==> config.mk <==
export PLATFORM = sky130hd
export DESIGN_NAME = psc_strap_loader
export DESIGN_NICKNAME = d
export VERILOG_FILES = /design/src/inc/psc_pkg.sv /design/src/logic/psc_reset_stretch.sv /design/src/logic/psc_strap_loader.sv
export VERILOG_INCLUDE_DIRS = /design/src /design/src/inc
export SDC_FILE = /design/constraint.sdc
export NUM_CORES = 1
export LEC_CHECK = 0
export ABC_AREA = 1
export BUFFER_PORTS_ARGS = -buffer_cell sky130_fd_sc_hd__buf_2
export CORE_MARGIN = 2
export CORE_UTILIZATION = 35
export DETAILED_ROUTE_END_ITERATION = 10
export HOLD_SLACK_MARGIN = 0.08
export PLACE_DENSITY = 0.6
export REMOVE_ABC_BUFFERS = 1
export SLEW_MARGIN = 20
export SYNTH_ARGS = -nofsm -noshare
export SYNTH_HDL_FRONTEND = slang
export SYNTH_HIERARCHICAL = 1
export SYNTH_SLANG_ARGS = --single-unit
==> constraint.sdc <==
create_clock -name ref_clk -period 4.3 [get_ports ref_clk]
set_input_delay 0.86 -clock ref_clk [delete_from_list [all_inputs] [get_ports ref_clk]]
set_output_delay 0.86 -clock ref_clk [all_outputs]
set_load 0.02 [all_outputs]
==> src/inc/psc_map.svh <==
// register map, field positions, reset values and timing counts of the strap loader
`ifndef PSC_MAP_SVH
`define PSC_MAP_SVH

// axi4-lite address width and register byte offsets
`define PSC_AXI_AW 8
`define PSC_CTRL_OFF 8'h00
`define PSC_ADV_OFF 8'h10
`define PSC_STAT_OFF 8'h20

// control register fields
`define PSC_CTRL_RST_BIT 15
`define PSC_CTRL_SPD_BIT 13
`define PSC_CTRL_ANEG_BIT 12
`define PSC_CTRL_PD_BIT 11
`define PSC_CTRL_ISO_BIT 10
`define PSC_CTRL_DUP_BIT 8
`define PSC_CTRL_WMASK 16'h3d00
`define PSC_CTRL_RST_VAL 16'h3100

// advertisement register fields
`define PSC_ADV_CAP_LSB 5
`define PSC_ADV_WMASK 16'h01e0
`define PSC_ADV_RST_VAL 16'h01e1

// status register fields
`define PSC_STAT_MODE_LSB 5
`define PSC_STAT_RUN_BIT 8
`define PSC_STAT_PD_BIT 9
`define PSC_STAT_BUSY_BIT 10

// bus responses
`define PSC_RESP_OKAY 2'h0
`define PSC_RESP_SLVERR 2'h2

// scrambler seed filler below the station address
`define PSC_SEED_FILL 6'h01

// timing: reset extension and management clock limit
`define PSC_CLK_MHZ 100
`define PSC_SWRST_US 256
`define PSC_SWRST_CYCLES (`PSC_SWRST_US * `PSC_CLK_MHZ)
`define PSC_MDC_MIN_NS 400

`endif

==> src/inc/psc_pkg.sv <==
// types shared by the strap loader modules
`default_nettype none
package psc_pkg;

  // operating-select strap codes
  typedef enum logic [2:0] {
    PSC_M10_HALF = 3'h0,
    PSC_M10_FULL = 3'h1,
    PSC_M100_HALF = 3'h2,
    PSC_M100_FULL = 3'h3,
    PSC_MAN_100_HALF = 3'h4,
    PSC_MREPEATER = 3'h5,
    PSC_MPOWER_DOWN = 3'h6,
    PSC_MALL_CAPABLE = 3'h7
  } psc_mode_t;

  // configuration sequencer states
  typedef enum logic [1:0] {
    PSC_LOAD,
    PSC_RUN,
    PSC_HOLD,
    PSC_DOWN
  } psc_state_t;

endpackage : psc_pkg
`default_nettype wire

==> src/logic/psc_reset_stretch.sv <==
// reset extension counter for soft and power-down resets
`include "psc_map.svh"
`default_nettype none
module psc_reset_stretch
  import psc_pkg::*;
#(
  parameter int CYCLES = `PSC_SWRST_CYCLES
) (
  // clock and reset
  input wire logic clk,
  input wire logic rst_n,
  // control
  input wire logic start,
  output logic busy
);

  localparam int CW = $clog2(CYCLES + 1);

  logic [CW-1:0] count;

  // count down from the full extension, restart wins over the count
  always_ff @(posedge clk or negedge rst_n) begin
    if (!rst_n) begin
      count <= '0;
    end else if (start) begin
      count <= CW'(CYCLES);
    end else if (count != '0) begin
      count <= count - CW'(1);
    end
  end

  assign busy = (count != '0);

  property p_stretch_holds;
    @(posedge clk) disable iff (!rst_n)
    start |=> busy [*8];
  endproperty
  a_stretch_holds: assert property (p_stretch_holds)
    else $error("reset extension ended too early");

endmodule : psc_reset_stretch
`default_nettype wire

==> src/logic/psc_strap_loader.sv <==
// strap capture and reset-time configuration of a 10/100 phy, axi4-lite registers
//
// The register offsets and register access over AXI4-Lite were left to the implementer.
`include "psc_map.svh"
`default_nettype none
module psc_strap_loader
  import psc_pkg::*;
#(
  parameter int STRETCH_CYCLES = `PSC_SWRST_CYCLES
) (
  // clock and reset
  input wire logic ref_clk,
  input wire logic arst_n,
  // straps from the board
  input wire logic [4:0] station_address_straps,
  input wire logic [2:0] mode_straps,
  // management frame address check
  input wire logic mgmt_frame_valid,
  input wire logic [4:0] mgmt_frame_addr,
  output logic mgmt_frame_accept,
  // configuration towards the datapath
  output logic [4:0] station_address,
  output logic [10:0] scrambler_seed,
  output logic speed_100,
  output logic autoneg_enable,
  output logic full_duplex,
  output logic isolate,
  output logic [3:0] adv_caps,
  output logic repeater_mode,
  output logic crs_on_transmit,
  output logic powered_down,
  output logic internal_reset,
  // axi4-lite write address
  input wire logic [`PSC_AXI_AW-1:0] s_axi_awaddr,
  input wire logic s_axi_awvalid,
  output logic s_axi_awready,
  // axi4-lite write data
  input wire logic [31:0] s_axi_wdata,
  input wire logic [3:0] s_axi_wstrb,
  input wire logic s_axi_wvalid,
  output logic s_axi_wready,
  // axi4-lite write response
  output logic [1:0] s_axi_bresp,
  output logic s_axi_bvalid,
  input wire logic s_axi_bready,
  // axi4-lite read address
  input wire logic [`PSC_AXI_AW-1:0] s_axi_araddr,
  input wire logic s_axi_arvalid,
  output logic s_axi_arready,
  // axi4-lite read data
  output logic [31:0] s_axi_rdata,
  output logic [1:0] s_axi_rresp,
  output logic s_axi_rvalid,
  input wire logic s_axi_rready
);

  logic rst_r1;
  logic rst_n;
  logic [4:0] addr_s1;
  logic [4:0] addr_s2;
  logic [2:0] mode_s1;
  logic [2:0] mode_s2;
  psc_mode_t mode_q;
  psc_state_t state;
  psc_state_t next_state;
  logic [15:0] ctrl;
  logic [15:0] adv;
  logic [31:0] preset;
  logic wr_fire;
  logic [15:0] wr_val;
  logic ctrl_wr;
  logic adv_wr;
  logic sw_rst_req;
  logic pd_clear;
  logic strap_pd;
  logic reload;
  logic busy;
  logic stretch_start;

  // reset release through two flops, assertion stays asynchronous
  always_ff @(posedge ref_clk or negedge arst_n) begin
    if (!arst_n) begin
      rst_r1 <= 1'b0;
      rst_n <= 1'b0;
    end else begin
      rst_r1 <= 1'b1;
      rst_n <= rst_r1;
    end
  end

  // strap pins cross into the clock domain, first stage read only by second
  // no reset here: the stages must already hold the straps at the load edge
  always_ff @(posedge ref_clk) begin
    addr_s1 <= station_address_straps;
    addr_s2 <= addr_s1;
    mode_s1 <= mode_straps;
    mode_s2 <= mode_s1;
  end

  // straps steady, so sampling after release sees the settled level
  // capture address once, at first edge after release
  always_ff @(posedge ref_clk or negedge rst_n) begin
    if (!rst_n) begin
      station_address <= 5'h00;
    end else if (state == PSC_LOAD) begin
      station_address <= addr_s2;
    end
  end

  // mode recaptured only to leave strap power-down by soft reset
  always_ff @(posedge ref_clk or negedge rst_n) begin
    if (!rst_n) begin
      mode_q <= PSC_M10_HALF;
    end else if (state == PSC_LOAD || reload) begin
      mode_q <= psc_mode_t'(mode_s2);
    end
  end

  assign strap_pd = (mode_q == PSC_MPOWER_DOWN);

  // scrambler seed differs between neighbours by station address
  assign scrambler_seed = {station_address, `PSC_SEED_FILL};

  // strap decoding into control and advertisement presets
  always_comb begin
    logic [15:0] c;
    logic [15:0] a;
    logic [3:0] f;
    c = `PSC_CTRL_RST_VAL;
    a = `PSC_ADV_RST_VAL;
    f = {c[`PSC_CTRL_SPD_BIT], c[`PSC_CTRL_ANEG_BIT], c[`PSC_CTRL_ISO_BIT],
         c[`PSC_CTRL_DUP_BIT]};
    unique case (psc_mode_t'(mode_s2))
      PSC_M10_HALF: f = 4'h0;
      PSC_M10_FULL: f = 4'h1;
      PSC_M100_HALF: f = 4'h8;
      PSC_M100_FULL: f = 4'h9;
      PSC_MAN_100_HALF, PSC_MREPEATER: begin
        f = 4'hc;
        a[`PSC_ADV_CAP_LSB+:4] = 4'h4;
      end
      PSC_MPOWER_DOWN: c[`PSC_CTRL_PD_BIT] = 1'b1;
      // speed and duplex keep their defaults
      PSC_MALL_CAPABLE: begin
        f[2] = 1'b1;
        f[1] = 1'b0;
        a[`PSC_ADV_CAP_LSB+:4] = 4'hf;
      end
    endcase
    c[`PSC_CTRL_SPD_BIT] = f[3];
    c[`PSC_CTRL_ANEG_BIT] = f[2];
    c[`PSC_CTRL_ISO_BIT] = f[1];
    c[`PSC_CTRL_DUP_BIT] = f[0];
    preset = {c, a};
  end

  // axi write: address and data taken together, one outstanding response
  assign wr_fire = s_axi_awvalid && s_axi_wvalid && !s_axi_bvalid;
  assign s_axi_awready = wr_fire;
  assign s_axi_wready = wr_fire;
  assign ctrl_wr = wr_fire && (s_axi_awaddr == `PSC_CTRL_OFF) && (state != PSC_LOAD);
  assign adv_wr = wr_fire && (s_axi_awaddr == `PSC_ADV_OFF) && (state != PSC_LOAD);

  // byte strobes merge onto the current value of the addressed register
  always_comb begin
    logic [15:0] cur;
    cur = (s_axi_awaddr == `PSC_ADV_OFF) ? adv : ctrl;
    wr_val[7:0] = s_axi_wstrb[0] ? s_axi_wdata[7:0] : cur[7:0];
    wr_val[15:8] = s_axi_wstrb[1] ? s_axi_wdata[15:8] : cur[15:8];
  end

  // writing one to bit 15 requests the soft reset
  assign sw_rst_req = ctrl_wr && s_axi_wstrb[1] && s_axi_wdata[`PSC_CTRL_RST_BIT];
  // clearing the power-down bit while down
  assign pd_clear = ctrl_wr && !wr_val[`PSC_CTRL_PD_BIT] && (state == PSC_DOWN);
  // new straps plus soft reset leave strap power-down
  assign reload = sw_rst_req && strap_pd && (mode_s2 != PSC_MPOWER_DOWN);

  // control and advertisement load from straps at hardware release
  // soft reset leaves both registers as they stand, unless it reloads them from new straps out of strap power-down
  always_ff @(posedge ref_clk or negedge rst_n) begin
    if (!rst_n) begin
      ctrl <= `PSC_CTRL_RST_VAL;
      adv <= `PSC_ADV_RST_VAL;
    end else if (state == PSC_LOAD || reload) begin
      ctrl <= preset[31:16];
      adv <= preset[15:0];
    end else begin
      if (ctrl_wr) begin
        ctrl <= (ctrl & ~`PSC_CTRL_WMASK) | (wr_val & `PSC_CTRL_WMASK);
        // power-down strap pins bit 11 high
        if (strap_pd) begin
          ctrl[`PSC_CTRL_PD_BIT] <= 1'b1;
        end
      end
      if (adv_wr) begin
        adv <= (adv & ~`PSC_ADV_WMASK) | (wr_val & `PSC_ADV_WMASK);
      end
    end
  end

  // configuration sequencer
  always_comb begin
    next_state = state;
    stretch_start = 1'b0;
    unique case (state)
      PSC_LOAD: next_state = PSC_RUN;
      PSC_RUN: begin
        // soft reset enters the held reset
        if (sw_rst_req) begin
          next_state = PSC_HOLD;
          stretch_start = 1'b1;
        // power-down bit parks everything but management
        end else if (ctrl[`PSC_CTRL_PD_BIT]) begin
          next_state = PSC_DOWN;
        end
      end
      PSC_HOLD: begin
        if (!busy) begin
          next_state = PSC_RUN;
        end
      end
      PSC_DOWN: begin
        // wake up with an automatic reset
        if (sw_rst_req || pd_clear || !ctrl[`PSC_CTRL_PD_BIT]) begin
          next_state = PSC_HOLD;
          stretch_start = 1'b1;
        end
      end
    endcase
  end

  always_ff @(posedge ref_clk or negedge rst_n) begin
    if (!rst_n) begin
      state <= PSC_LOAD;
    end else begin
      state <= next_state;
    end
  end

  psc_reset_stretch #(
    .CYCLES(STRETCH_CYCLES)
  ) u_stretch (
    .clk(ref_clk),
    .rst_n(rst_n),
    .start(stretch_start),
    .busy(busy)
  );

  // datapath configuration straight from register bits, repeater mode from the captured strap code
  assign speed_100 = ctrl[`PSC_CTRL_SPD_BIT];
  assign autoneg_enable = ctrl[`PSC_CTRL_ANEG_BIT];
  assign full_duplex = ctrl[`PSC_CTRL_DUP_BIT];
  assign isolate = ctrl[`PSC_CTRL_ISO_BIT];
  assign adv_caps = adv[`PSC_ADV_CAP_LSB+:4];
  assign repeater_mode = (mode_q == PSC_MREPEATER);
  // carrier on transmit only for half duplex, never as repeater
  assign crs_on_transmit = !full_duplex && !repeater_mode;
  assign powered_down = (state == PSC_DOWN);
  assign internal_reset = (state == PSC_HOLD) || (state == PSC_LOAD);

  // answer only frames for this station
  always_ff @(posedge ref_clk or negedge rst_n) begin
    if (!rst_n) begin
      mgmt_frame_accept <= 1'b0;
    end else begin
      mgmt_frame_accept <= mgmt_frame_valid && (mgmt_frame_addr == station_address)
                           && (state != PSC_LOAD);
    end
  end

  // write response one cycle after the take
  always_ff @(posedge ref_clk or negedge rst_n) begin
    if (!rst_n) begin
      s_axi_bvalid <= 1'b0;
      s_axi_bresp <= `PSC_RESP_OKAY;
    end else if (wr_fire) begin
      s_axi_bvalid <= 1'b1;
      s_axi_bresp <= (s_axi_awaddr == `PSC_CTRL_OFF || s_axi_awaddr == `PSC_ADV_OFF ||
                      s_axi_awaddr == `PSC_STAT_OFF) ? `PSC_RESP_OKAY : `PSC_RESP_SLVERR;
    end else if (s_axi_bready) begin
      s_axi_bvalid <= 1'b0;
    end
  end

  // read data; bit 15 of control reads one while the reset is held
  assign s_axi_arready = !s_axi_rvalid;
  always_ff @(posedge ref_clk or negedge rst_n) begin
    if (!rst_n) begin
      s_axi_rvalid <= 1'b0;
      s_axi_rdata <= 32'h0000_0000;
      s_axi_rresp <= `PSC_RESP_OKAY;
    end else if (s_axi_arvalid && !s_axi_rvalid) begin
      s_axi_rvalid <= 1'b1;
      s_axi_rresp <= `PSC_RESP_OKAY;
      s_axi_rdata <= 32'h0000_0000;
      unique case (s_axi_araddr)
        `PSC_CTRL_OFF: s_axi_rdata[15:0] <= {state == PSC_HOLD, ctrl[14:0]};
        `PSC_ADV_OFF: s_axi_rdata[15:0] <= adv;
        `PSC_STAT_OFF: begin
          s_axi_rdata[4:0] <= station_address;
          s_axi_rdata[`PSC_STAT_MODE_LSB+:3] <= mode_q;
          s_axi_rdata[`PSC_STAT_RUN_BIT] <= (state == PSC_RUN);
          s_axi_rdata[`PSC_STAT_PD_BIT] <= powered_down;
          s_axi_rdata[`PSC_STAT_BUSY_BIT] <= internal_reset;
        end
        default: s_axi_rresp <= `PSC_RESP_SLVERR;
      endcase
    end else if (s_axi_rready) begin
      s_axi_rvalid <= 1'b0;
    end
  end

  property p_addr_capture;
    @(posedge ref_clk) disable iff (!rst_n)
    state == PSC_LOAD |=> station_address == $past(addr_s2);
  endproperty
  a_addr_capture: assert property (p_addr_capture)
    else $error("station address not captured at release");

  property p_addr_kept;
    @(posedge ref_clk) disable iff (!rst_n)
    state != PSC_LOAD |=> $stable(station_address);
  endproperty
  a_addr_kept: assert property (p_addr_kept)
    else $error("station address changed after capture");

  property p_frame_filter;
    @(posedge ref_clk) disable iff (!rst_n)
    mgmt_frame_valid && state != PSC_LOAD |=>
      mgmt_frame_accept == ($past(mgmt_frame_addr) == station_address);
  endproperty
  a_frame_filter: assert property (p_frame_filter)
    else $error("management frame address filter wrong");

  property p_mode_10_full;
    @(posedge ref_clk) disable iff (!rst_n)
    state == PSC_LOAD && mode_s2 == PSC_M10_FULL |=>
      {speed_100, autoneg_enable, isolate, full_duplex} == 4'h1 && adv == `PSC_ADV_RST_VAL;
  endproperty
  a_mode_10_full: assert property (p_mode_10_full)
    else $error("mode 001 preset wrong");

  property p_mode_100_half;
    @(posedge ref_clk) disable iff (!rst_n)
    state == PSC_LOAD && mode_s2 == PSC_M100_HALF |=>
      {speed_100, autoneg_enable, isolate, full_duplex} == 4'h8 && crs_on_transmit;
  endproperty
  a_mode_100_half: assert property (p_mode_100_half)
    else $error("mode 010 preset wrong");

  property p_mode_repeater;
    @(posedge ref_clk) disable iff (!rst_n)
    state == PSC_LOAD && mode_s2 == PSC_MREPEATER |=>
      adv_caps == 4'h4 && autoneg_enable && repeater_mode && !crs_on_transmit;
  endproperty
  a_mode_repeater: assert property (p_mode_repeater)
    else $error("mode 101 preset wrong");

  property p_mode_all;
    @(posedge ref_clk) disable iff (!rst_n)
    state == PSC_LOAD && mode_s2 == PSC_MALL_CAPABLE |=>
      adv_caps == 4'hf && autoneg_enable && !isolate;
  endproperty
  a_mode_all: assert property (p_mode_all)
    else $error("mode 111 preset wrong");

  property p_strap_down;
    @(posedge ref_clk) disable iff (!rst_n)
    state == PSC_LOAD && mode_s2 == PSC_MPOWER_DOWN |=> ##1 powered_down;
  endproperty
  a_strap_down: assert property (p_strap_down)
    else $error("power-down strap did not power down");

  property p_soft_reset;
    @(posedge ref_clk) disable iff (!rst_n)
    state == PSC_RUN && sw_rst_req |=> internal_reset && $stable(adv) ##1 internal_reset;
  endproperty
  a_soft_reset: assert property (p_soft_reset)
    else $error("soft reset not held or registers changed");

  property p_wake;
    @(posedge ref_clk) disable iff (!rst_n)
    pd_clear && !strap_pd |=> state == PSC_HOLD;
  endproperty
  a_wake: assert property (p_wake)
    else $error("power-up reset not started");

endmodule : psc_strap_loader
`default_nettype wire

# After elaboration in Yosys (flattened, before gate mapping)
# Index checks and enable logic that the tools add are counted.
[classes]
n_lt_le_gt_ge = 0
div = 0
shifts = 0
n_bitwise = 2
n_addsub = 1
reduce_logical = 45
n_eq_ne = 20
n_mul = 0
muxes = 31
[op_table]
columns = ["operator", "count"]
rows = [
  ["two-way mux 16 bit", 4],
  ["case mux 11 bit (3 select lines)", 1],
  ["two-way mux 15 bit", 2],
  ["== test 8 x 5 -> 1 bit, second input constant", 2],
  ["== test 8 x 6 -> 1 bit, second input constant", 2],
  ["logical AND 1 bit", 16],
  ["logical NOT 8 bit", 2],
  ["OR 16 x 14 -> 16 bit", 1],
  ["OR 16 x 9 -> 16 bit", 1],
  ["== test 3 bit, second input constant", 5],
  ["nonzero test 15 bit", 1],
  ["subtractor 15 x 1 -> 15 bit, second input constant", 1],
  ["two-way mux 14 bit", 1],
  ["two-way mux 2 bit", 7],
  ["nonzero test 2 bit", 6],
  ["two-way mux 1 bit", 10],
  ["case mux 5 bit (2 select lines)", 1],
  ["two-way mux 8 bit", 1],
  ["case mux 2 bit (4 select lines)", 1],
  ["OR reduction 4 bit", 2],
  ["== test 3 x 2 -> 1 bit, second input constant", 2],
  ["logical NOT 1 bit", 6],
  ["logical OR 1 bit", 6],
  ["two-way mux 6 bit", 1],
  ["14 further kinds", 17],
]
[word_totals]
rom_bits = 0
ram_bits = 0
latch_bits = 0
output_inout_bits = 70
inputBits = 73
n_memories = 0
word_cells = 117
regBits = 98

# Logic depth before layout (Yosys ltp)
# Gate-level depths: netlist (run 1).
[logic_depth]
depth_word = 11
mapped_depth = 13

# Hierarchy
# The synthesis (run 1) kept the hierarchy.
[by_module_without_submodules]
columns = ["module", "cells_each", "area_per_inst_um2", "n_inst"]
rows = [
  ["psc_strap_loader", 347, 2834.0, 1],
  ["psc_reset_stretch", 128, 932.1, 1],
]

# Least setup slack after synthesis (run 1)
# OpenSTA, ideal clock, no wires.
[synth_timing]
path_type = "input -> register"
startpoint = "in s_axi_awvalid"
endpoint = "reg u_stretch.count[0]"
arrival_time_ps = 2324
required_ps = 4184
stages = 12
setup_time_ps = 116
path_slack_ps = 1859
path_cell_list = "nand2_1 nor2_2 nand3_1 nor2_4 nand4_1 nand2_1 nand2_1 nand2_1 inv_1 buf_2 nand3_1 nand2_1"
[synth_via]
elab_chain_len = 11
[synth_lines]
columns = ["item", "line_no", "source"]
rows = [
  ["from (decl)", "psc_strap_loader.sv:35", "input wire logic s_axi_awvalid,"],
  ["logical AND 1 bit * (2 in a row)", "psc_strap_loader.sv:158", "assign wr_fire = s_axi_awvalid && s_axi_wvalid && !s_axi_bvalid;"],
  ["via s_axi_awready", "psc_strap_loader.sv:36", "output logic s_axi_awready,"],
  ["logical AND 1 bit * (2 in a row)", "psc_strap_loader.sv:161", "assign ctrl_wr = wr_fire && (s_axi_awaddr == `PSC_CTRL_OFF) && (state != PSC_LOAD);"],
  ["logical AND 1 bit (on tied branches) (2 in a row)", "psc_strap_loader.sv:173, psc_strap_loader.sv:175", ""],
  ["logical OR 1 bit (2 in a row)", "psc_strap_loader.sv:225", "if (sw_rst_req || pd_clear || !ctrl[`PSC_CTRL_PD_BIT]) begin"],
  ["two-way mux 1 bit", "psc_strap_loader.sv:225", ""],
  ["case mux 1 bit (2 select lines) *", "psc_strap_loader.sv:206", "unique case (state)"],
  ["via stretch_start", "psc_strap_loader.sv:78", "logic stretch_start;"],
  ["two-way mux 15 bit / nonzero test 2 bit (equally long branches)", "--", ""],
  ["to (signal assigned)", "psc_reset_stretch.sv:26", "count <= CW'(CYCLES);"],
  ["to (signal assigned)", "psc_reset_stretch.sv:28", "count <= count - CW'(1);"],
  ["to (decl)", "psc_reset_stretch.sv:19", "logic [CW-1:0] count;"],
]
# Mark *: on every way through the listed nets, which the timed path passes. The rest lies on a longest branch.
# A chain may end at the register's enable or synchronous reset.

# Worst setup path in the final report (run 1)
[layout_timing]
startpoint = "in s_axi_awaddr[7]"
endpoint = "reg u_stretch.count[6]"
[layout_via]
elab_chain_len = 11
[layout_lines]
columns = ["item", "line_no", "source"]
rows = [
  ["from (decl)", "psc_strap_loader.sv:34", "input wire logic [`PSC_AXI_AW-1:0] s_axi_awaddr,"],
  ["== test 8 x 5 -> 1 bit (no line)", "--", ""],
  ["two-way mux 14 bit", "psc_strap_loader.sv:167", "cur = (s_axi_awaddr == `PSC_ADV_OFF) ? adv : ctrl;"],
  ["two-way mux 6 bit", "psc_strap_loader.sv:169", "wr_val[15:8] = s_axi_wstrb[1] ? s_axi_wdata[15:8] : cur[15:8];"],
  ["logical NOT 1 bit", "psc_strap_loader.sv:175", "assign pd_clear = ctrl_wr && !wr_val[`PSC_CTRL_PD_BIT] && (state == PSC_DOWN);"],
  ["logical AND 1 bit (2 in a row)", "psc_strap_loader.sv:175", ""],
  ["logical OR 1 bit (2 in a row)", "psc_strap_loader.sv:225", ""],
  ["two-way mux 1 bit", "psc_strap_loader.sv:225", ""],
  ["case mux 1 bit (2 select lines) *", "psc_strap_loader.sv:206", ""],
  ["via stretch_start", "psc_strap_loader.sv:78", ""],
  ["two-way mux 15 bit / nonzero test 2 bit (equally long branches)", "--", ""],
]
# Marked as above.

==> impl_metrics.tcl, run 1 <==
set metrics [dict create \
    status "complete, no violations" \
    via_per_inst 4.497 \
    cts_root_buf "clkbuf_8" \
    cts_max_level 3 \
    clock_latency_ps 340 \
    instances_no_fill 704 \
    placed_cells 688 \
    ys_seq_area_share_pct 47.31 \
    numPortBuffers 93 \
    path_max_fanout 13 \
    num_antenna_cells 0 \
    end_kind "flip-flop" \
    cts.sinks 74 \
    arrival_ps 2560 \
    synthTopCellsByArea "dfrtp_1, nand2_1, dfxtp_1, buf_4, inv_1" \
    die_y_microns 107.7 \
    fp.dieW_microns 107.7 \
    postCtsSetupRepairBufs 0 \
    tritoncts "built" \
    holdCritPathClass "input pin to async pin" \
    maxSlewViolCount 0 \
    critPathRequiredTime_ps 4520 \
    fmax_mhz 428.2 \
    worstRegToRegCells 11 \
    routabilityCongestion 0.8594 \
    clock_path_buffers 2 \
    firstDrtPassIters 4 \
    fin_tns_setup_ps 0 \
    drive_above_1_share_pct 26.23 \
    syn_area_sq_mm 0.003766 \
    postCtsHoldBufs 0 \
    grt_max_degree 57 \
    final_common_cell "nand2_1" \
    relSlewSlack_pct 52.27 \
    grt_pass1_vias 3004 \
    dp_slack_ps 1630 \
    power_density_mw_per_mm2 314.3 \
    switchingPower_uw 357.7 \
    dieArea_sq_mm 0.01161 \
    synth_top_cell_area_share_pct 33.22 \
    layout_min_cycle_time_ps 2335 \
    hold_viol 0 \
    synthCells 475 \
    synth-main-ff-cell "dfrtp_1" \
    startpoint "s_axi_awaddr[7]" \
    hold_slack_ps 288.0 \
    hpwl_microns 6320 \
    drc 0 \
    drtIter0Drc 139 \
    wl_microns 8352 \
    floorplan.rows 37 \
    r2r_end "u_stretch/count[6]$_DFFE_PN0P_" \
    yosys_warnings 6 \
    syn_avg_cell_area_sq_um 7.929 \
    clkTransAtPathRegs_ps 80 \
    p_clk_share_pct 40.6 \
    area_delta_synth_final_pct 17.38 \
    setup_ws_ps 1965 \
    setup_viol 0 \
    synth-edff-count 0 \
    seqPwrFrac_pct 51.5 \
    core-area_sq_mm 0.01037 \
    final_cell_mix "nand2_1, buf_2, inv_1" \
    p_leak_uw 0.002364 \
    rsz0062_at_grt "no" \
    place_area_sq_mm 0.004209 \
    wire_per_inst_microns 11.86 \
    peakVddDrop_mv 0.1880 \
    io_pins 143 \
    fin_skew_ps 10.53 \
    r2r_start "state[0]$_DFFE_PN0P_" \
    async_flop_share_pct 78.38 \
    cts-resized-gates 0 \
    synth_top_area_cell "dfrtp_1" \
    synth_seq_cells 74 \
    fin_nets 637 \
    max_cap_viol_count 0 \
    grt_pass1_wl_microns 14140 \
    internal_power_uw 1032 \
    track_usage_pct 15.45 \
    antenna_found_initial 0 \
    worstMarginPinSlew_ps 715.9 \
    crit_path_start_kind "input pin" \
    p_comb_share_pct 8.0 \
    rrSetupSlack_ps 2070 \
    fin_crit_sh_pct 54.31 \
    start_util_pct 36.32 \
    p_sw_share_pct 25.75 \
    critical_path_class "input pin to flip-flop" \
    n_fill_cell 1085 \
    stdcell_area_sq_mm 0.004420 \
    num_vias 3166 \
    ant_nets 0 \
    grt-ovfl-total 0 \
    ys_types 38 \
    cts_buffers 9 \
]
routing by layer:
metal | routed length [microns] | GRT usage, % | vias up
met5 | 0 | 0 | -
met4 | 108 | 4.579 | 0
met3 | 446 | 3.027 | 9
met2 | 3811 | 25.56 | 93
met1 | 3985 | 20.43 | 1460
li1 | - | - | 1604
how the worst max path moves through the flow:
stage	end	slack, ps	cells after the start
after detailed placement	u_stretch/count[6]$_DFFE_PN0P_	1630	13
final	u_stretch/count[6]$_DFFE_PN0P_	1960	13
after global placement	u_stretch/count[4]$_DFFE_PN0P_	1630	13
after CTS	u_stretch/count[6]$_DFFE_PN0P_	1990	13
after floorplan	u_stretch/count[0]$_DFFE_PN0P_	1730	11
after global routing	u_stretch/count[9]$_DFFE_PN0P_	1700	13
cell families (layout without fill, tap and decap cells):
family	Yosys count	after routing	synth area share [%]
AO/OA/AOI/OAI	32	32	4.950
adder cells (fa/ha/maj)	1	1	0.3322
flip-flops	74	74	47.31
AND/OR/NAND/NOR	263	263	32.72
XOR/XNOR	3	3	0.6978
other	2	25	0.1994
buffers and inverters	100	170	13.79
synth_stat cells (2+ instances only):
master / n
nor3_1: 2
dfstp_2: 8
clkbuf_1: 4
nand3_1: 33
nand2_4: 3
o31ai_1: 4
buf_4: 34
o21ai_0: 17
or2_2: 6
a21oi_1: 2
nor2_8: 2
nand3b_1: 2
nand3_2: 3
o211ai_1: 2
buf_2: 2
conb_1: 2
inv_1: 58
nor2_2: 4
nand2_1: 133
dfrtp_1: 50
xnor2_1: 2
nor2_4: 4
nand4_1: 13
dfxtp_1: 16
nand2_2: 4
nor2_1: 51
o22ai_1: 3
critical path, stage by stage:
cell and delay [ps]:
buf_2 100, nor2_1 220, nand2_1 80, nor2_1 90, nand3_1 130, nor2_1 150, nor2_1 60, nand2_1 50
nand2_1 50, nand2_1 240, inv_1 290, nand3_1 170, nor2_1 60
per-stage QoR:
stage	total power, uW	utilization [%]
after floorplan	793.5	-
after global placement	839.5	40.59
after detailed placement	842.1	40.59
after CTS	1407	42.63
after global routing	1459	42.63
final	1389	42.63
state kept, by name, summed over array words and instances (netlist names), 2 cells and up:
register	flops
s_axi_rdata	16
u_stretch/count	15
addr_s1	5
addr_s2	5
adv	5
ctrl	5
station_address	5
mode_q	3
mode_s1	3
mode_s2	3
state	2
power groups by stage:
stage / Sequential, uW / Combinational, uW / Clock [uW]
after global routing: 717 / 126 / 615
after floorplan: 743 / 50.6 / 0
after global placement: 729 / 111 / 0
after detailed placement: 729 / 113 / 0
final: 715 / 111 / 564
after CTS: 716 / 113 / 579
final cells by class:
| class | count | area, sq um | area share [%] |
|---|---|---|---|
| inverter | 59 | 224.0 | 5.067 |
| multi-input combinational | 324 | 1551 | 35.10 |
| clock inverter | 6 | 73.82 | 1.670 |
| clock buffer | 10 | 137.6 | 3.114 |
| tap | 136 | 170.2 | 3.849 |
| timing repair buffer | 95 | 480.5 | 10.87 |
| sequential | 74 | 1783 | 40.33 |
Note: power is estimated with default switching activity, not from simulation.
==> run 2: changes to the inputs <==
- ABC_AREA: 1 -> 0
- PLACE_DENSITY: 0.6 -> 0.62
- clock period: 4.3 -> 2.2 ns (I/O delays scaled with it)
==> run 2 against run 1 <==
Against the previous run:
- sequential power rose to 2.9 times the previous value
- sequential share of layout area rose by 2.3 points
- clock skew hardly changed
- worst hold slack worse by 100 ps
- total power rose to 3.4 times the previous value
- wire length fell by 9.7%
- worst setup slack worse by 1700 ps
- via count down 18%
- area after synthesis shrank 9.5%
- die area down 9.2%
- count of clock-buffer cells in the layout unchanged
- critical path type is now flip-flop to flip-flop
- largest cell class unchanged
- largest power group unchanged
- combinational power rose to 15 times the previous value
==> impl_metrics.tcl, run 2 <==
set metrics [dict create \
    p_leak_uw 0.001970 \
    r2r_end "u_stretch/count[7]$_DFFE_PN0P_" \
    fin_skew_ps 10.39 \
    setup_viol 0 \
    place_area_sq_mm 0.003978 \
    synthTopCellsByArea "dfrtp_1, dfxtp_1, buf_4, dfstp_2, mux2i_1" \
    floorplan.rows 36 \
    cts_buffers 9 \
    p_clk_share_pct 21.5 \
    status "complete, no violations" \
    fp.dieW_microns 102.7 \
    crit_path_start_kind "flip-flop" \
    largest_register_ffs 16 \
    layout_min_cycle_time_ps 1956 \
    wl_microns 7546 \
    critical_path_class "flip-flop to flip-flop" \
    path_max_fanout 7 \
    via_per_inst 4.684 \
    ys_types 58 \
    clock_path_buffers 2 \
    yosys_warnings 6 \
    internal_power_uw 2910 \
    io_pins 143 \
    num_vias 2581 \
    final_common_cell "buf_2" \
    worstHoldStart "station_address_straps[0]" \
    async_flop_share_pct 78.38 \
    synth_seq_cells 74 \
    grt_pass1_wl_microns 11830 \
    stdcell_area_sq_mm 0.004184 \
    cts_max_level 3 \
    grt_max_degree 57 \
    ys_seq_area_share_pct 52.28 \
    drtIter0Drc 119 \
    antenna_found_initial 0 \
    ant_nets 0 \
    wire_per_inst_microns 13.70 \
    worstRegToRegCells 4 \
    slowest_delay_ps 600 \
    fmax_mhz 511.1 \
    critPathRequiredTime_ps 2430 \
    synth_commonest_cells "dfrtp_1, buf_4, nand2_1" \
    post-synth-top-count-cell "dfrtp_1" \
    rsz0062_at_grt "no" \
    p_sw_share_pct 38.13 \
    synth-edff-count 0 \
    die_y_microns 102.7 \
    holdCritPathClass "input pin to flip-flop" \
    relSlewSlack_pct 65.64 \
    numPortBuffers 93 \
    clkTransAtPathRegs_ps 80 \
    seqPwrFrac_pct 43.4 \
    switchingPower_uw 1793 \
    crit_path_cell_trace "or4_4, nor3b_4, a2111oi_1, mux2_4" \
    area_delta_synth_final_pct 22.76 \
    cts_root_buf "clkbuf_8" \
    hpwl_microns 5736 \
    max_cap_viol_count 0 \
    synth_top_area_cell "dfrtp_1" \
    r2r_start "u_stretch/count[10]$_DFFE_PN0P_" \
    grt-ovfl-total 0 \
    peakVddDrop_mv 0.4008 \
    min_path_cells 1 \
    grt_pass1_vias 2419 \
    fin_crit_sh_pct 88.93 \
    arrival_ps 2190 \
    syn_area_sq_mm 0.003408 \
    cts.sinks 74 \
    num_antenna_cells 0 \
    crit_family "simple AND/OR/NAND/NOR gates" \
    routabilityCongestion 0.8051 \
    fin_nets 487 \
    whs_endpoint "addr_s1[0]$_DFF_P_" \
    synth-main-ff-cell "dfrtp_1" \
    fin_tns_setup_ps 0 \
    core-area_sq_mm 0.009594 \
    clock_latency_ps 350 \
    fin_util_pct 43.61 \
    path_buf_inv 0 \
    crit_slowest_cell "or4_4" \
    drc 0 \
    dieArea_sq_mm 0.01054 \
    drive_above_1_share_pct 37.08 \
    maxSlewViolCount 0 \
    tritoncts "built" \
    firstDrtPassIters 4 \
    synth_top_cell_area_share_pct 36.71 \
    synthCells 310 \
    track_usage_pct 14.42 \
    largest-register "s_axi_rdata" \
    power_density_mw_per_mm2 1124 \
    syn_avg_cell_area_sq_um 10.99 \
    end_kind "flip-flop" \
    top_regs "s_axi_rdata: 16 flops, u_stretch/count: 15 flops" \
    worstMarginPinSlew_ps 512.9 \
    start_util_pct 35.52 \
    rrSetupSlack_ps 240 \
    p_comb_share_pct 35.1 \
    final_cell_mix "buf_2, dfrtp_1, conb_1" \
    hold_viol 0 \
]
## run 2: layer usage
metal	global-route usage (%)	up-vias	routed length (microns)	share of wire [%]
li1	-	1254	-	-
met1	19.76	1261	3503	46
met2	22.78	61	3633	48
met3	3.797	5	336	4.5
met4	3.795	0	73	0.97
met5	0	-	0	0
## run 2: power groups by stage
stage	clock, uW	sequential [uW]	combinational, uW
2_1_floorplan	0	2190	923
3_3_place_gp	0	2040	1630
3_5_place_dp	0	2060	1660
4_1_cts	1030	2030	1670
5_1_grt	1100	2100	1840
6_report	1010	2040	1650
## run 2: timing repair
item	4_1_cts	5_1_grt
hold buffers	1	0
endpoints found under the setup margin	0	0
setup buffers	0	0
endpoints found under the hold margin	2	0
gates resized for setup	0	0
## run 2: area by class of cell
type | count | area (sq um)
fillers | 957 | 5410
multi-input cells | 213 | 1411
repair buffers | 110 | 608.1
clock inverters | 6 | 47.55
clock buffers | 10 | 148.9
inverters | 5 | 18.77
well taps | 133 | 166.4
flip-flops and latches | 74 | 1783
## run 2: per-stage QoR
stage	setup slack (ps)	hold WS [ps]	power [uW]	cells
floorplan	-65.21	144.4	3115	292
global placement	176.2	225.4	3670	534
CTS	230.6	170.4	4737	551
global route	74.33	168.7	5036	551
finish	243.6	185.1	4703	551
detailed placement	150.9	228.3	3723	534
## run 2: how the worst max path moves through the flow
stage / from / endpoint / slack, ps / cells after the start
finish: u_stretch/count[10]$_DFFE_PN0P_ / u_stretch/count[7]$_DFFE_PN0P_ / 240 / 4
floorplan: s_axi_bvalid$_DFFE_PN0P_ / u_stretch/count[5]$_DFFE_PN0P_ / -70 / 7
global placement: s_axi_wstrb[1] / u_stretch/count[5]$_DFFE_PN0P_ / 180 / 8
CTS: u_stretch/count[10]$_DFFE_PN0P_ / u_stretch/count[7]$_DFFE_PN0P_ / 230 / 4
detailed placement: s_axi_awaddr[3] / ctrl[8]$_DFFE_PN1P_ / 150 / 7
global route: u_stretch/count[0]$_DFFE_PN0P_ / u_stretch/count[7]$_DFFE_PN0P_ / 70 / 4
## run 2: kinds of logic (layout without fill, tap and decap cells)
kind of cell               Yosys count  after routing  synth area share (%)
other                                2             25                0.2203
muxes                               20             20                 6.351
and+or+nand+nor                    105            105                 19.27
xor gates and xnor gates             6              6                 1.542
adders and majority gates            1              1                0.3670
buffers and inverters               46            131                 8.847
AOI/OAI and AO/OA                   56             56                 11.12
DFF                                 74             74                 52.28
## run 2: worst register-to-register path, delay by kind of cell (launching register included)
| kind | cells | cell delay, ps |
|---|---|---|
| AOI/OAI and AO/OA | 1 | 160 |
| muxes | 1 | 310 |
| and+or+nand+nor | 2 | 920 |
| DFF | 1 | 450 |
==> run 3: changes to the inputs <==
- CTS_CLUSTER_DIAMETER: not set -> 80
- REMOVE_ABC_BUFFERS: 1 -> not set
==> run 3 against run 2 <==
Against the previous run:
- non-clock buffer count is 2 higher
- sequential power is essentially flat
- cell count up 0.36%
- critical endpoint is now u_stretch/count[5]$_DFFE_PN0P_
- count of clock-buffer cells in the layout is 1 higher
- via count decreased by 0.50%
- final area barely moved
- worst setup slack lost 44 ps
- clock power down 4%
- largest cell class unchanged
- flip-flop and latch count stayed put
- first-iteration DRC count up 9.2%
- largest power group unchanged
- critical path type unchanged
==> impl_metrics.tcl, run 3 (synthesis results as in run 2) <==
set metrics [dict create \
    status "complete, no violations" \
    core-area_sq_mm 0.009594 \
    num_antenna_cells 0 \
    routabilityCongestion 0.7940 \
    die_y_microns 102.7 \
    cts.sinks 74 \
    numPortBuffers 93 \
    num_vias 2568 \
    relSlewSlack_pct 60.88 \
    holdCritPathClass "flip-flop to async pin" \
    path_max_fanout 14 \
    crit_slowest_cell "dfrtp_1" \
    arrival_ps 2240 \
    path_buf_inv 1 \
    clkTransAtPathRegs_ps 80 \
    fin_skew_ps 11.83 \
    ant_nets 0 \
    wl_microns 7444 \
    instances_no_fill 553 \
    cts-resized-gates 0 \
    fin_crit_sh_pct 90.92 \
    worstMarginPinSlew_ps 584.6 \
    final_cell_mix "buf_2, dfrtp_1, conb_1" \
    rsz0062_at_grt "no" \
    cts_root_buf "clkbuf_8" \
    fmax_mhz 499.9 \
    end_kind "flip-flop" \
    area_delta_synth_final_pct 22.69 \
    hpwl_microns 5697 \
    wire_per_inst_microns 13.46 \
    antenna_found_initial 0 \
    layout_min_cycle_time_ps 2000 \
    via_per_inst 4.644 \
    clock_path_buffers 2 \
    placed_cells 536 \
    tritoncts "built" \
    clock_latency_ps 360 \
    io_pins 143 \
    rrSetupSlack_ps 200 \
    track_usage_pct 14.70 \
    max_cap_viol_count 0 \
    slowest_delay_ps 420 \
    largest-register "s_axi_rdata" \
    fp.dieW_microns 102.7 \
    maxSlewViolCount 0 \
    worstRegToRegCells 7 \
    drtIter0Drc 130 \
    largest_register_ffs 16 \
    hold_viol 0 \
    cts_max_level 3 \
    crit_top_cell "nor2_1" \
    top_regs "s_axi_rdata: 16 flops, u_stretch/count: 15 flops" \
    power_density_mw_per_mm2 1115 \
    fin_nets 489 \
    grt-ovfl-total 0 \
    grt_pass1_wl_microns 11920 \
    firstDrtPassIters 4 \
    drc 0 \
    critical_path_class "flip-flop to flip-flop" \
    grt_max_degree 26 \
    n_fill_cell 919 \
    crit_family "simple AND/OR/NAND/NOR gates" \
    drive_above_1_share_pct 37.14 \
    r2r_start "s_axi_bvalid$_DFFE_PN0P_" \
    crit_path_start_kind "flip-flop" \
    fin_tns_setup_ps 0 \
    floorplan.rows 36 \
    r2r_end "u_stretch/count[5]$_DFFE_PN0P_" \
    crit_path_cell_trace "and4bb_2, and4_1, a21oi_1, nor2_1, buf_4, nor2_1, mux2_1" \
    setup_viol 0 \
    start_util_pct 35.52 \
    critPathRequiredTime_ps 2440 \
    p_leak_uw 0.001967 \
    peakVddDrop_mv 0.4492 \
    cts_buffers 9 \
    final_common_cell "buf_2" \
    grt_pass1_vias 2431 \
    dieArea_sq_mm 0.01054 \
]
## run 3: changes by cell type in the layout (fill, tap and decap cells not counted), sizes merged
cell and change:
buf +2, clkinv -2, clkbuf +1, clkinvlp +1
## run 3: how the worst max path moves through the flow
stage | start | endpoint | slack [ps] | cells past startpoint
6_report | s_axi_bvalid$_DFFE_PN0P_ | u_stretch/count[5]$_DFFE_PN0P_ | 200 | 7
3_5_place_dp | s_axi_awaddr[3] | u_stretch/count[5]$_DFFE_PN0P_ | 60 | 8
5_1_grt | s_axi_bvalid$_DFFE_PN0P_ | u_stretch/count[5]$_DFFE_PN0P_ | 90 | 7
3_3_place_gp | s_axi_awaddr[4] | u_stretch/count[5]$_DFFE_PN0P_ | 110 | 8
2_1_floorplan | s_axi_bvalid$_DFFE_PN0P_ | u_stretch/count[0]$_DFFE_PN0P_ | 200 | 8
4_1_cts | s_axi_bvalid$_DFFE_PN0P_ | u_stretch/count[5]$_DFFE_PN0P_ | 200 | 7
## run 3: through the flow
stage               setup WS [ps]  utilization, %  instance area [sq um]  hold WS (ps)  total power [uW]
finish                      199.8           43.58                   4182         166.3              4661
detailed placement          61.40           41.61                   3993         174.4              3724
CTS                         199.1           43.58                   4182         157.8              4704
global placement            108.0           41.61                   3993         172.1              3668
global route                88.55           43.58                   4182         151.8              4990
floorplan                   198.7               -                   3495         144.4              3272
## run 3: layout make-up
type	count	area [sq um]	area share [%]
clock buffer	11	141.4	3.381
timing repair buffer	112	623.1	14.90
sequential	74	1783	42.64
inverter	5	18.77	0.4488
clock inverter	5	37.54	0.8977
tap	133	166.4	3.980
multi-input combinational	213	1411	33.75
## run 3: power breakdown
group | internal (uW) | leakage [uW] | switching, uW
registers | 1690 | 0.000850 | 357
clock network | 444 | 0.0000859 | 524
logic | 736 | 0.00103 | 909
## run 3: worst reg2reg max path, delay by kind of cell (launching register included)
family,cells,cell delay [ps]
and+or+nand+nor,4,860
DFF,1,420
buffers and inverters,1,210
muxes,1,300
AOI/OAI and AO/OA,1,90
## run 3: metal layers
| layer | track usage, % | wire [microns] | part of all wire (%) |
|---|---|---|---|
| met2 | 23.43 | 3633 | 49 |
| met3 | 3.254 | 302 | 4.1 |
| met1 | 19.03 | 3362 | 45 |
| met5 | 0 | 0 | 0 |
| met4 | 6.974 | 146 | 2.0 |
## run 3: repair_timing
action,CTS,global route
hold buffers,1,0
hold endpoints to repair,2,0
buffers inserted,0,0
